**config.mk**
```make
export PLATFORM = sky130hd
export DESIGN_NAME = mbag_top
export DESIGN_NICKNAME = d
export VERILOG_FILES = /design/src/hw/mbag_pkg.sv /design/src/hw/mbag_top.sv /design/src/hw/mbag_agu_lane.sv
export VERILOG_INCLUDE_DIRS = /design/src /design/src/hw
export SDC_FILE = /design/constraint.sdc
export NUM_CORES = 1
export LEC_CHECK = 0
export BUFFER_PORTS_ARGS = -buffer_cell sky130_fd_sc_hd__buf_2
export CORE_AREA = 2 2 305 337
export CTS_CLUSTER_DIAMETER = 200
export DETAILED_ROUTE_END_ITERATION = 6
export DIE_AREA = 0 0 307 339
export PLACE_DENSITY = 0.37
export RECOVER_POWER = 50
export REMOVE_ABC_BUFFERS = 1
export SETUP_SLACK_MARGIN = 0.1
export SKIP_LAST_GASP = 1
export SLEW_MARGIN = 20
export SYNTH_ARGS = -nofsm -noshare
export SYNTH_HDL_FRONTEND = slang
export SYNTH_HIERARCHICAL = 1
export SYNTH_SLANG_ARGS = --single-unit
```
**constraint.sdc**
```tcl
create_clock -name pclk -period 5.5 [get_ports pclk]
set_clock_uncertainty 0.15 [all_clocks]
set_input_delay 0.55 -clock pclk [delete_from_list [all_inputs] [get_ports pclk]]
set_output_delay 0.55 -clock pclk [all_outputs]
set_load 0.05 [all_outputs]
```
**src/hw/mbag_defines.svh**
```systemverilog
// constants for the modulo and bit-reversed address generator
//
// What this block does
// - four 16-bit circular start/end boundary registers
// - Y circular addresses always have bit zero clear
// - length is end minus start plus one, up to 32K
// - X circular: field 3:0 not 15, bit 15 set
// - Y circular: field 7:4 not 15, bit 14 set
// - any working pointer may be circular
// - compare beyond bounds, not only equality
// - write back only on pre/post modify
// - bit reversal only in X write unit
// - only the modifier is bit reversed
// - reversal needs field not 15, enable, increment
// - 15-bit pivot modifier scaled to bytes
// - other accesses fall back to normal or circular addresses
// - reversal: pointer plus pivot, offset ignored, even
// - reversal beats circular in X write only
// - 16-entry walk visits bit-reversed indices
`ifndef MBAG_DEFINES_SVH
`define MBAG_DEFINES_SVH

`define MBAG_AW            16
`define MBAG_PTR_NONE      4'hF
// register byte offsets
`define MBAG_OFF_MODE_CTL  8'h00
`define MBAG_OFF_BREV_CTL  8'h04
`define MBAG_OFF_X_START   8'h08
`define MBAG_OFF_X_END     8'h0C
`define MBAG_OFF_Y_START   8'h10
`define MBAG_OFF_Y_END     8'h14
`define MBAG_OFF_STAT_X    8'h18
`define MBAG_OFF_STAT_Y    8'h1C
// field positions in address_mode_control
`define MBAG_X_SEL_LSB     0
`define MBAG_Y_SEL_LSB     4
`define MBAG_B_SEL_LSB     8
`define MBAG_Y_EN_BIT      14
`define MBAG_X_EN_BIT      15
// field positions in bit_reverse_control
`define MBAG_REV_EN_BIT    15
// reset values: all pointer selects parked on 15, everything off
`define MBAG_RST_MODE_CTL  16'h0FFF
`define MBAG_RST_BREV_CTL  16'h0000
`define MBAG_RST_BOUND     16'h0000

`endif

```
**src/hw/mbag_pkg.sv**
```systemverilog
// types shared by the address generator files
`include "mbag_defines.svh"
package mbag_pkg;
	// addressing mode of one effective address request
	typedef enum logic [2:0] {
		MD_INDIRECT,
		MD_POST_INC,
		MD_POST_DEC,
		MD_PRE_INC,
		MD_PRE_DEC,
		MD_REG_OFFSET
	} mbag_mode_t;

	typedef struct packed {
		logic                   valid;
		mbag_mode_t             mode;
		logic [3:0]             ptr_sel;
		logic [`MBAG_AW-1:0]    ptr;
		logic [`MBAG_AW-1:0]    offset;
		logic                   word;
	} mbag_req_t;

	typedef struct packed {
		logic                   valid;
		logic [`MBAG_AW-1:0]    effective_addr;
		logic                   wb_en;
		logic [`MBAG_AW-1:0]    wb_val;
		logic                   wrapped;
		logic                   brev;
	} mbag_res_t;
endpackage

```
**src/hw/mbag_top.sv**
```systemverilog
// modulo and bit-reversed address generator with apb registers
`timescale 1ns/10ps
`default_nettype none
`include "mbag_defines.svh"
module mbag_top (
	input  wire logic                pclk,
	input  wire logic                presetn,
	input  wire logic [7:0]          paddr,
	input  wire logic                psel,
	input  wire logic                penable,
	input  wire logic                pwrite,
	input  wire logic [31:0]         pwdata,
	output var  logic [31:0]         prdata,
	output var  logic                pready,
	output var  logic                pslverr,
	input  wire mbag_pkg::mbag_req_t xr_req,
	input  wire mbag_pkg::mbag_req_t xw_req,
	input  wire mbag_pkg::mbag_req_t y_req,
	output var  mbag_pkg::mbag_res_t xr_res,
	output var  mbag_pkg::mbag_res_t xw_res,
	output var  mbag_pkg::mbag_res_t y_res
);
	logic [15:0]         mode_ctl_ff;
	logic [15:0]         brev_ctl_ff;
	logic [15:0]         x_circ_start_ff;
	logic [15:0]         x_circ_end_ff;
	logic [15:0]         y_circ_start_ff;
	logic [15:0]         y_circ_end_ff;
	logic [31:0]         prdata_ff;
	logic                pready_ff;
	logic                pslverr_ff;
	logic [31:0]         nxt_prdata;
	logic                nxt_hit;
	logic                wr_go;
	logic                rd_go;
	mbag_pkg::mbag_res_t xr_res_ff;
	mbag_pkg::mbag_res_t xw_res_ff;
	mbag_pkg::mbag_res_t y_res_ff;
	mbag_pkg::mbag_res_t nxt_xr;
	mbag_pkg::mbag_res_t nxt_xw;
	mbag_pkg::mbag_res_t nxt_y;

	// control fields
	logic       x_circ_enable;
	logic       y_circ_enable;
	logic [3:0] x_circ_pointer_sel;
	logic [3:0] y_circ_pointer_sel;
	logic [3:0] reverse_pointer_sel;
	logic       reverse_enable;
	logic [14:0] pivot_modifier;

	assign x_circ_enable       = mode_ctl_ff[`MBAG_X_EN_BIT];
	assign y_circ_enable       = mode_ctl_ff[`MBAG_Y_EN_BIT];
	assign x_circ_pointer_sel  = mode_ctl_ff[`MBAG_X_SEL_LSB +: 4];
	assign y_circ_pointer_sel  = mode_ctl_ff[`MBAG_Y_SEL_LSB +: 4];
	assign reverse_pointer_sel = mode_ctl_ff[`MBAG_B_SEL_LSB +: 4];
	assign reverse_enable      = brev_ctl_ff[`MBAG_REV_EN_BIT];
	assign pivot_modifier      = brev_ctl_ff[14:0];

	// one wait state: data is ready on the second access cycle
	assign rd_go = psel && penable && !pready_ff;
	assign wr_go = psel && penable && pready_ff && pwrite && !pslverr_ff;

	// X read unit: circular only, reversal never applies to reads
	mbag_agu_lane #(
		.EVEN_ONLY (1'b0),
		.HAS_BREV  (1'b0)
	) u_xr (
		.req            (xr_req),
		.circ_on        (x_circ_enable),
		.circ_sel       (x_circ_pointer_sel),
		.circ_lo        (x_circ_start_ff),
		.circ_hi        (x_circ_end_ff),
		.rev_on         (1'b0),
		.rev_sel        (reverse_pointer_sel),
		.pivot_modifier (pivot_modifier),
		.res            (nxt_xr)
	);

	// X write unit: reversal takes priority over circular here
	mbag_agu_lane #(
		.EVEN_ONLY (1'b0),
		.HAS_BREV  (1'b1)
	) u_xw (
		.req            (xw_req),
		.circ_on        (x_circ_enable),
		.circ_sel       (x_circ_pointer_sel),
		.circ_lo        (x_circ_start_ff),
		.circ_hi        (x_circ_end_ff),
		.rev_on         (reverse_enable),
		.rev_sel        (reverse_pointer_sel),
		.pivot_modifier (pivot_modifier),
		.res            (nxt_xw)
	);

	// Y unit: word data only, so addresses stay even
	mbag_agu_lane #(
		.EVEN_ONLY (1'b1),
		.HAS_BREV  (1'b0)
	) u_y (
		.req            (y_req),
		.circ_on        (y_circ_enable),
		.circ_sel       (y_circ_pointer_sel),
		.circ_lo        (y_circ_start_ff),
		.circ_hi        (y_circ_end_ff),
		.rev_on         (1'b0),
		.rev_sel        (reverse_pointer_sel),
		.pivot_modifier (pivot_modifier),
		.res            (nxt_y)
	);

	// read mux and address decode
	always_comb
	begin
		nxt_prdata = 32'h0000_0000;
		nxt_hit    = 1'b1;
		case (paddr)
			`MBAG_OFF_MODE_CTL: nxt_prdata[15:0] = mode_ctl_ff;
			`MBAG_OFF_BREV_CTL: nxt_prdata[15:0] = brev_ctl_ff;
			`MBAG_OFF_X_START:  nxt_prdata[15:0] = x_circ_start_ff;
			`MBAG_OFF_X_END:    nxt_prdata[15:0] = x_circ_end_ff;
			`MBAG_OFF_Y_START:  nxt_prdata[15:0] = y_circ_start_ff;
			`MBAG_OFF_Y_END:    nxt_prdata[15:0] = y_circ_end_ff;
			`MBAG_OFF_STAT_X:
				nxt_prdata = {xw_res_ff.effective_addr,
					xr_res_ff.effective_addr};
			`MBAG_OFF_STAT_Y:
				nxt_prdata = {12'h000, xw_res_ff.brev, y_res_ff.wrapped,
					xw_res_ff.wrapped, xr_res_ff.wrapped,
					y_res_ff.effective_addr};
			default:            nxt_hit = 1'b0;
		endcase
	end

	// apb answer flops; pready drops after each completed access
	always_ff @(posedge pclk or negedge presetn)
	begin
		if (!presetn)
		begin
			pready_ff  <= 1'b0;
			pslverr_ff <= 1'b0;
			prdata_ff  <= 32'h0000_0000;
		end
		else
		begin
			pready_ff  <= rd_go;
			pslverr_ff <= rd_go && !nxt_hit;
			if (rd_go && !pwrite)
				prdata_ff <= nxt_prdata;
			else if (!psel)
				prdata_ff <= 32'h0000_0000;
		end
	end

	// control registers, written at the completing edge
	always_ff @(posedge pclk or negedge presetn)
	begin
		if (!presetn)
		begin
			mode_ctl_ff <= `MBAG_RST_MODE_CTL;
			brev_ctl_ff <= `MBAG_RST_BREV_CTL;
		end
		else if (wr_go)
		begin
			if (paddr == `MBAG_OFF_MODE_CTL)
				mode_ctl_ff <= pwdata[15:0];
			if (paddr == `MBAG_OFF_BREV_CTL)
				brev_ctl_ff <= pwdata[15:0];
		end
	end

	// circular boundaries, loaded by software before use
	always_ff @(posedge pclk or negedge presetn)
	begin
		if (!presetn)
		begin
			x_circ_start_ff <= `MBAG_RST_BOUND;
			x_circ_end_ff   <= `MBAG_RST_BOUND;
			y_circ_start_ff <= `MBAG_RST_BOUND;
			y_circ_end_ff   <= `MBAG_RST_BOUND;
		end
		else if (wr_go)
		begin
			case (paddr)
				`MBAG_OFF_X_START: x_circ_start_ff <= pwdata[15:0];
				`MBAG_OFF_X_END:   x_circ_end_ff   <= pwdata[15:0];
				`MBAG_OFF_Y_START: y_circ_start_ff <= pwdata[15:0];
				`MBAG_OFF_Y_END:   y_circ_end_ff   <= pwdata[15:0];
				default:           x_circ_start_ff <= x_circ_start_ff;
			endcase
		end
	end

	// results registered so every output leaves a flop;
	// costs one cycle of latency but keeps timing clean
	always_ff @(posedge pclk or negedge presetn)
	begin
		if (!presetn)
		begin
			xr_res_ff <= '0;
			xw_res_ff <= '0;
			y_res_ff  <= '0;
		end
		else
		begin
			xr_res_ff <= nxt_xr;
			xw_res_ff <= nxt_xw;
			y_res_ff  <= nxt_y;
		end
	end

	assign prdata  = prdata_ff;
	assign pready  = pready_ff;
	assign pslverr = pslverr_ff;
	assign xr_res  = xr_res_ff;
	assign xw_res  = xw_res_ff;
	assign y_res   = y_res_ff;

	// checks; results are judged on the registered lane copies
	chk_y_even_addr: assert property (
		@(posedge pclk) disable iff (!presetn)
		y_res_ff.valid |-> !y_res_ff.effective_addr[0] &&
		!y_res_ff.wb_val[0])
		else $error("odd Y address");

	chk_x_circ_gate: assert property (
		@(posedge pclk) disable iff (!presetn)
		xr_res_ff.wrapped |-> $past(mode_ctl_ff[15]) &&
		$past(mode_ctl_ff[3:0]) != 4'hF &&
		$past(xr_req.ptr_sel) == $past(mode_ctl_ff[3:0]))
		else $error("X wrap without enable");

	chk_y_circ_gate: assert property (
		@(posedge pclk) disable iff (!presetn)
		y_res_ff.wrapped |-> $past(mode_ctl_ff[14]) &&
		$past(mode_ctl_ff[7:4]) != 4'hF)
		else $error("Y wrap without enable");

	chk_y_wrap_sel: assert property (
		@(posedge pclk) disable iff (!presetn)
		y_res_ff.wrapped |->
		$past(y_req.ptr_sel) == $past(mode_ctl_ff[7:4]))
		else $error("Y wrap on unselected pointer");

	chk_offset_no_wb: assert property (
		@(posedge pclk) disable iff (!presetn)
		$past(xr_req.valid) && $past(xr_req.mode) == mbag_pkg::MD_REG_OFFSET
		|-> !xr_res_ff.wb_en)
		else $error("write-back on offset mode");

	chk_xw_offset_hold: assert property (
		@(posedge pclk) disable iff (!presetn)
		$past(xw_req.valid) && $past(xw_req.mode) == mbag_pkg::MD_REG_OFFSET
		|-> !xw_res_ff.wb_en)
		else $error("write-back on offset mode in X write");

	chk_xw_wb_modes: assert property (
		@(posedge pclk) disable iff (!presetn)
		xw_res_ff.wb_en |-> $past(xw_req.mode) != mbag_pkg::MD_INDIRECT &&
		$past(xw_req.mode) != mbag_pkg::MD_REG_OFFSET)
		else $error("write-back without modify mode");

	chk_brev_write_only: assert property (
		@(posedge pclk) disable iff (!presetn)
		!xr_res_ff.brev && !y_res_ff.brev)
		else $error("reversal outside X write");

	chk_brev_ptr_normal: assert property (
		@(posedge pclk) disable iff (!presetn)
		xw_res_ff.brev && $past(xw_req.mode) == mbag_pkg::MD_POST_INC
		|-> xw_res_ff.effective_addr == ($past(xw_req.ptr) & 16'hFFFE))
		else $error("reversed post access moved the pointer");

	chk_brev_enable: assert property (
		@(posedge pclk) disable iff (!presetn)
		xw_res_ff.brev |-> $past(brev_ctl_ff[15]) && $past(xw_req.word) &&
		($past(xw_req.mode) == mbag_pkg::MD_PRE_INC ||
		$past(xw_req.mode) == mbag_pkg::MD_POST_INC))
		else $error("reversal without its conditions");

	chk_brev_even: assert property (
		@(posedge pclk) disable iff (!presetn)
		xw_res_ff.brev |-> !xw_res_ff.effective_addr[0] &&
		!xw_res_ff.wb_val[0])
		else $error("odd reversed address");

	chk_brev_priority: assert property (
		@(posedge pclk) disable iff (!presetn)
		xw_res_ff.brev |-> !xw_res_ff.wrapped)
		else $error("wrap during reversal");

	chk_wrap_below_end: assert property (
		@(posedge pclk) disable iff (!presetn)
		xr_res_ff.wrapped && $past(xr_req.mode) == mbag_pkg::MD_POST_INC
		|-> xr_res_ff.wb_val < $past(xr_req.ptr))
		else $error("increment wrap did not go back");

	chk_xstart_write: assert property (
		@(posedge pclk) disable iff (!presetn)
		$past(wr_go) && $past(paddr) == `MBAG_OFF_X_START
		|-> x_circ_start_ff == $past(pwdata[15:0]))
		else $error("X start boundary not loaded");

	chk_yend_write: assert property (
		@(posedge pclk) disable iff (!presetn)
		$past(wr_go) && $past(paddr) == `MBAG_OFF_Y_END
		|-> y_circ_end_ff == $past(pwdata[15:0]))
		else $error("Y end boundary not loaded");

	chk_idle_result: assert property (
		@(posedge pclk) disable iff (!presetn)
		!$past(xr_req.valid) |-> !xr_res_ff.valid && !xr_res_ff.wb_en &&
		!xr_res_ff.wrapped)
		else $error("X read result without request");

	chk_apb_one_wait: assert property (
		@(posedge pclk) disable iff (!presetn)
		psel && penable && !pready_ff |=> pready_ff)
		else $error("apb answer late");

	chk_pready_pulse: assert property (
		@(posedge pclk) disable iff (!presetn)
		pready_ff |=> !pready_ff)
		else $error("apb ready held too long");

	chk_err_with_ready: assert property (
		@(posedge pclk) disable iff (!presetn)
		pslverr_ff |-> pready_ff)
		else $error("apb error without ready");
endmodule
`default_nettype wire

```
**src/hw/mbag_agu_lane.sv**
```systemverilog
// one address unit lane: circular correction and bit-reversed step
`timescale 1ns/10ps
`default_nettype none
`include "mbag_defines.svh"
module mbag_agu_lane #(
	parameter bit EVEN_ONLY = 1'b0,
	parameter bit HAS_BREV  = 1'b0
) (
	input  wire mbag_pkg::mbag_req_t  req,
	input  wire logic                 circ_on,
	input  wire logic [3:0]           circ_sel,
	input  wire logic [15:0]          circ_lo,
	input  wire logic [15:0]          circ_hi,
	input  wire logic                 rev_on,
	input  wire logic [3:0]           rev_sel,
	input  wire logic [14:0]          pivot_modifier,
	output var mbag_pkg::mbag_res_t   res
);
	function automatic logic [15:0] flip16(input logic [15:0] v);
		logic [15:0] r;
		r = 16'h0000;
		for (int i = 0; i < 16; i++)
			r[i] = v[15-i];
		return r;
	endfunction

	// reverse-carry add: carries run from msb downward
	function automatic logic [15:0] rev_add(input logic [15:0] a,
		input logic [15:0] b);
		return flip16(flip16(a) + flip16(b));
	endfunction

	logic        word_eff;
	logic [15:0] step;
	logic [15:0] sum;
	logic        up;
	logic [16:0] len;
	logic        brev_act;
	logic        circ_act;
	logic [15:0] nval;
	logic        wrap;
	logic        pre_like;

	// step, direction and raw sum
	always_comb
	begin
		word_eff = req.word | EVEN_ONLY;
		up       = 1'b1;
		case (req.mode)
			mbag_pkg::MD_POST_INC, mbag_pkg::MD_PRE_INC:
				step = word_eff ? 16'h0002 : 16'h0001;
			mbag_pkg::MD_POST_DEC, mbag_pkg::MD_PRE_DEC:
			begin
				step = word_eff ? 16'hFFFE : 16'hFFFF;
				up   = 1'b0;
			end
			mbag_pkg::MD_REG_OFFSET:
			begin
				step = req.offset;
				up   = ~req.offset[15];
			end
			default:
				step = 16'h0000;
		endcase
		sum = req.ptr + step;
	end

	// mode gating; reversal wins over circular in this lane
	always_comb
	begin
		brev_act = HAS_BREV && rev_on && rev_sel != `MBAG_PTR_NONE &&
			req.ptr_sel == rev_sel && req.word &&
			(req.mode == mbag_pkg::MD_PRE_INC ||
			req.mode == mbag_pkg::MD_POST_INC);
		circ_act = circ_on && circ_sel != `MBAG_PTR_NONE &&
			req.ptr_sel == circ_sel && !brev_act &&
			req.mode != mbag_pkg::MD_INDIRECT;
		len = {1'b0, circ_hi} - {1'b0, circ_lo} + 17'h00001;
	end

	// corrected next address
	always_comb
	begin
		wrap = 1'b0;
		nval = sum;
		if (brev_act)
			// offset ignored, pivot scaled words to bytes
			nval = rev_add(req.ptr, {pivot_modifier, 1'b0}) &
				16'hFFFE;
		else if (circ_act && up && sum > circ_hi)
		begin
			nval = sum - len[15:0];
			wrap = 1'b1;
		end
		else if (circ_act && !up && sum < circ_lo)
		begin
			nval = sum + len[15:0];
			wrap = 1'b1;
		end
	end

	// effective address and write-back selection
	always_comb
	begin
		pre_like = req.mode == mbag_pkg::MD_PRE_INC ||
			req.mode == mbag_pkg::MD_PRE_DEC ||
			req.mode == mbag_pkg::MD_REG_OFFSET;
		res.valid          = req.valid;
		res.effective_addr = pre_like ? nval : req.ptr;
		res.wb_en          = req.valid &&
			req.mode != mbag_pkg::MD_INDIRECT &&
			req.mode != mbag_pkg::MD_REG_OFFSET;
		res.wb_val         = nval;
		res.wrapped        = req.valid && wrap;
		res.brev           = req.valid && brev_act;
		if (EVEN_ONLY || brev_act)
		begin
			res.effective_addr[0] = 1'b0;
			res.wb_val[0]         = 1'b0;
		end
	end
endmodule
`default_nettype wire

```
# Word-level counts from Yosys, hierarchy flattened

Index checks and enable logic that the tools add are counted.

Flip-flop bits (word level): 234
Logic and storage cells: 189

Add/subtract/negate cells: 14
Magnitude comparators: 6
Equality and inequality tests: 33
Multiplexer cells: 34
Bitwise operators: 3
Reductions and logical operators: 74

Operator list:

| kind                                                 | number |
|---|---|
| 2-to-1 mux 16 bit                                    | 10 |
| case mux 16 bit (3 select lines)                     | 3 |
| case mux 16 bit (8 select lines)                     | 1 |
| adder 16 bit                                         | 6 |
| subtractor 16 bit                                    | 5 |
| 2-to-1 mux 32 bit                                    | 2 |
| > comparator 16 bit                                  | 3 |
| < comparator 16 bit                                  | 3 |
| logical AND 1 bit                                    | 42 |
| adder 16 x 1 -> 16 bit (second input constant)       | 2 |
| equality test 8 x 5 -> 1 bit (second input constant) | 4 |
| case mux 16 bit (2 select lines)                     | 1 |
| equality test 3 x 2 -> 1 bit (second input constant) | 6 |
| equality test 3 bit (second input constant)          | 6 |
| equality test 4 bit                                  | 4 |
| equality test 8 x 4 -> 1 bit (second input constant) | 2 |
| adder 15 bit                                         | 1 |
| 2-to-1 mux 1 bit                                     | 12 |
| inequality test 4 bit (second input constant)        | 3 |
| AND reduction 2 bit                                  | 6 |
| OR reduction 2 bit                                   | 6 |
| equality test 3 x 1 -> 1 bit (second input constant) | 3 |
| inequality test 3 bit (second input constant)        | 3 |
| nonzero test 3 bit                                   | 3 |
| 9 further kinds                                      | 27 |

# Longest topological paths before layout

Depth in word-level cells: 15
Mapped depth: 27

# Modules after synthesis

The synthesis kept the hierarchy.

Modules (own cells, without submodules):

| module               | times used | cells each | area each (µm²) | seq. area each (µm²) |
|---|---|---|---|---|
| mbag_top             | 1          | 541        | 8837.2          | 5970.7 |
| mbag_agu_lane (u_xw) | 1          | 708        | 5177.5          | 0.0 |
| mbag_agu_lane (u_xr) | 1          | 595        | 4500.6          | 0.0 |
| mbag_agu_lane (u_y)  | 1          | 610        | 4494.3          | 0.0 |

# Worst setup path before layout

OpenSTA, ideal clock, no wires.

Path kind: input -> register
Start: input port xw_req[39] (netlist name)
End: register xw_res_ff (netlist bit xw_res[34])
Setup time: 65 ps
Data arrival time: 5887 ps
Data required time: 5285 ps
Path slack: -602 ps
Cell stages on the path: 26
Buffers on the path: 3
Path through: buf_4 > and2b_1 > buf_6 > o21a_4 > clkbuf_1 > a21o_1 > ha_1 > and3_1 > a221oi_1 > nand2b_1 > o21ai_0 > o41a_1 > a21o_1 > a21oi_1 > xnor2_1 > ha_1 > a21o_1 > a21oi_1 > o21ai_2 > a211o_1 > a211oi_4 > or3b_1 > mux2i_1 > nor3_1 > o41ai_2 > mux2_2

RTL lines:

| element                | line            | source |
|---|---|---|
| start: declaration     | mbag_top.sv:17  | `input wire mbag_pkg::mbag_req_t xw_req,` |
| end signal: assignment | mbag_top.sv:207 | `xw_res_ff <= nxt_xw;` |
| end: declaration       | mbag_top.sv:37  | `mbag_pkg::mbag_res_t xw_res_ff;` |

==> results <==
- The flow ran to the end, but the final reports show violations.
- The final reports fail on max-capacitance violations, max-slew violations.
- The number of buffer and inverter instances along the worst setup path is 7.
- The cell count of the worst reg-to-reg path is 21.
- The share of post-route cells with drive strength above 1 is 0.304.
- The worst setup path is launched from an input port.
- In the routed layout, each cell is associated on average with a via count of 4.86.
- The clock passes through at most 3 buffers.
- The upper clock frequency limit is 190 MHz.
- The critical path's most frequent cell is sky130_fd_sc_hd__buf_4.
- Across the VDD grid, the largest voltage drop is 166 µV.
- The die covers 104000 µm².
- Clock-pin slew was measured on the worst setup and hold paths at 60 ps.
- The placeable core region is 100000 µm².
- Summed over all cells, the static leakage comes to 14.4 nW.
- The cell count after synthesis came out at 2453.
- The maximum fanout along the worst path is 15.
- The average wire per standard cell is 22.4 µm.
- The relative slew slack is -1.55.
- The count of endpoints failing setup in the final report is 0.
- The critical path's top delay family is compound AO/OA/AOI/OAI gates.
- The starting utilization of the core area is 0.229.
- The via count of the first global-routing pass was 22.7k.
- Of the total power, the share spent switching nets is 0.413.
- The number of antenna violations at the first check in global routing is 9.
- The layout filler cell count is 10.7k.
- The number of max-slew violations in the final report is 99.
- The part of the power in the clock network is 0.284.
- The first global-routing pass estimated 148000 µm of wire.
- The summed negative setup slack over all endpoints is 0 ps.
- After detailed routing, the number of remaining DRC violations is 0.
- The number of instances on the worst hold path is 3.
- The total via count after detailed routing is 21.7k.
- The total of max-cap violations is 2.
- On the critical path, the stage with the largest delay is an instance of sky130_fd_sc_hd__a221o_1.
- Power spread over the standard cell area amounts to 278 nW/µm².
- The worst endpoint data arrival time is 5580 ps.
- The area of the mapped netlist is 23000 µm².
- Cell internal power was estimated by the tool at 5.01 mW.
- The combinational group share of total power is 0.476.
- The iteration-0 DRC count of the detailed router is 1018.
- 310 I/O pins were placed.
- The net load switching power is 3.52 mW.
- Buffers inserted during clock tree synthesis total 36.
- After global routing the overflow that remains totals 0.
- Across the whole layout, storage elements account for 5970 µm².
- The CTS tree is yes.
- In the finished design, the share of the clock period the worst path needs comes to 0.958.
- Summed over all layers, the routed wires come to 100000 µm.
- The count of buffers from port buffering is 292.
- The layout-stage area growth over the synthesis result is 33.3%.
- The peak per-stage delay on the critical path is 340 ps.
- The remaining number of nets flagged by the antenna check after routing is 0.
- The worst setup path is of the input port to register kind.
- The share of the core filled with cells is 0.305.
- For the pin with the worst max-slew slack, the measured transition is 3820 ps.
- The worst path needs 5270 ps of the cycle, external delays included.
- The height of the die is 339 µm.
- The estimated wirelength of the detail-placed design is 83200 µm.
- The maximum number of pins on one net before global-route repair is 126.
- The sequential group share of total power is 0.240.
- At the end of routability-driven placement, the weighted congestion stood at 0.877.
- CTS saw 238 sinks.
- The clock reaches the later pin of the worst-skew pair after 590 ps.
- Summing all multi-input logic gate instances after layout gives 16300 µm².
- Across every metal layer, demand over resource in global routing totals 0.188.
- The die extent in x is 307 µm.
- For this run, the post-layout net count is 3647.
- After floorplanning, the core was divided into 122 placement rows.
- The tightest min-delay check is of the input port to register type.
- The pre-antenna-repair detailed-routing pass consisted of 6 iterations.
- The number of H-tree levels is 2.
- Averaged over all synthesized cells, the footprint is 9.38 µm².
- The critical path endpoint category is a register.
- The root buffer cell is sky130_fd_sc_hd__clkbuf_16.
- The number of stages on the worst setup path is 25.
- The count of warnings emitted by yosys is 6.
- The hold violation total from the final report came to 0.
- Data on the critical path is required at its endpoint by 5810 ps.
- The most common cell after layout, fill and taps aside is sky130_fd_sc_hd__buf_4.
- In the layout the commonest cells are sky130_fd_sc_hd__buf_4 (430), sky130_fd_sc_hd__ha_1 (322), sky130_fd_sc_hd__dfrtp_1 (226).
- Setup repair after global routing could not meet its margin everywhere.
-- metal layers --
metal / vias up / track usage / wire length (µm)
li1: 10436 / - / -
met1: 10739 / 0.245 / 45500
met2: 475 / 0.327 / 48500
met3: 83 / 0.0269 / 3880
met4: 4 / 0.0404 / 2250
met5: - / 0 / 23
-- sequential cells by signal, summed over array words and instances, names as in the netlist --
register,cells
prdata,32
pslverr,1
x_circ_start_ff,16
mode_ctl_ff,16
xr_res,36
y_res,36
y_circ_end_ff,16
x_circ_end_ff,16
brev_ctl_ff,16
xw_res,36
y_circ_start_ff,16
pready,1
-- path summary, 6_finish.rpt --
check	endpoint	slack, ps	from
worst max-delay path	xw_res[27]	230	xw_req[38]
worst min-delay path	xr_res[33]	60	xr_req[31]
worst max register to register	xw_res[34]	280	x_circ_start_ff[2]
worst min register to register	prdata[23]	350	prdata[23]
max in group asynchronous	xw_res[2]	960	presetn
min in group asynchronous	prdata[30]	1800	presetn
-- layout make-up --
cell class | instances | share of cell area
antenna | 3 | 0.000245
tap | 1302 | 0.0531
clock buffer | 48 | 0.0325
timing repair buffer | 737 | 0.157
multi-input combinational | 1922 | 0.531
clock inverter | 16 | 0.00693
inverter | 204 | 0.0250
sequential | 238 | 0.195
-- stage by stage --
step | area (µm²) | worst slack, ps | hold WS, ps | std cells | power (mW)
floorplan | 22500 | -583 | 104 | 2363 | 4.23
global placement | 28900 | -1120 | 335 | 4379 | 6.02
detailed placement | 28900 | -1190 | 341 | 4379 | 6.03
CTS | 30300 | 69.3 | 19.6 | 4449 | 8.59
global route | 30700 | 40.9 | 48.8 | 4467 | 9.05
finish | 30700 | 230 | 64.8 | 4470 | 8.52
-- repair_timing --
action | CTS | global route
pin swaps | 17 | 49
gates resized for setup | 39 | 84
endpoints found under the hold margin | 66 | 0
setup buffers | 3 | 15
hold buffers | 3 | 0
setup endpoints to repair | 34 | 91
cloned | 0 | 2
-- power groups by stage --
stage	sequential (mW)	combinational (mW)	clock [mW]
floorplan	2.55	1.68	0
global placement	2.08	3.94	0
detailed placement	2.08	3.95	0
CTS	2.05	4.02	2.52
global route	2.06	4.40	2.59
finish	2.04	4.06	2.42
-- worst register-to-register path: cells and delay by family (launching register included) --
family,cells,cell delay (ps)
AO/OA/AOI/OAI,10,2050
multiplexers,2,430
buffers and inverters,3,320
adder cells (fa/ha/maj),3,870
AND/OR/NAND/NOR,2,710
XOR/XNOR,1,190
flip-flops,1,390
No activity file was read; power rests on OpenSTA's default activity.
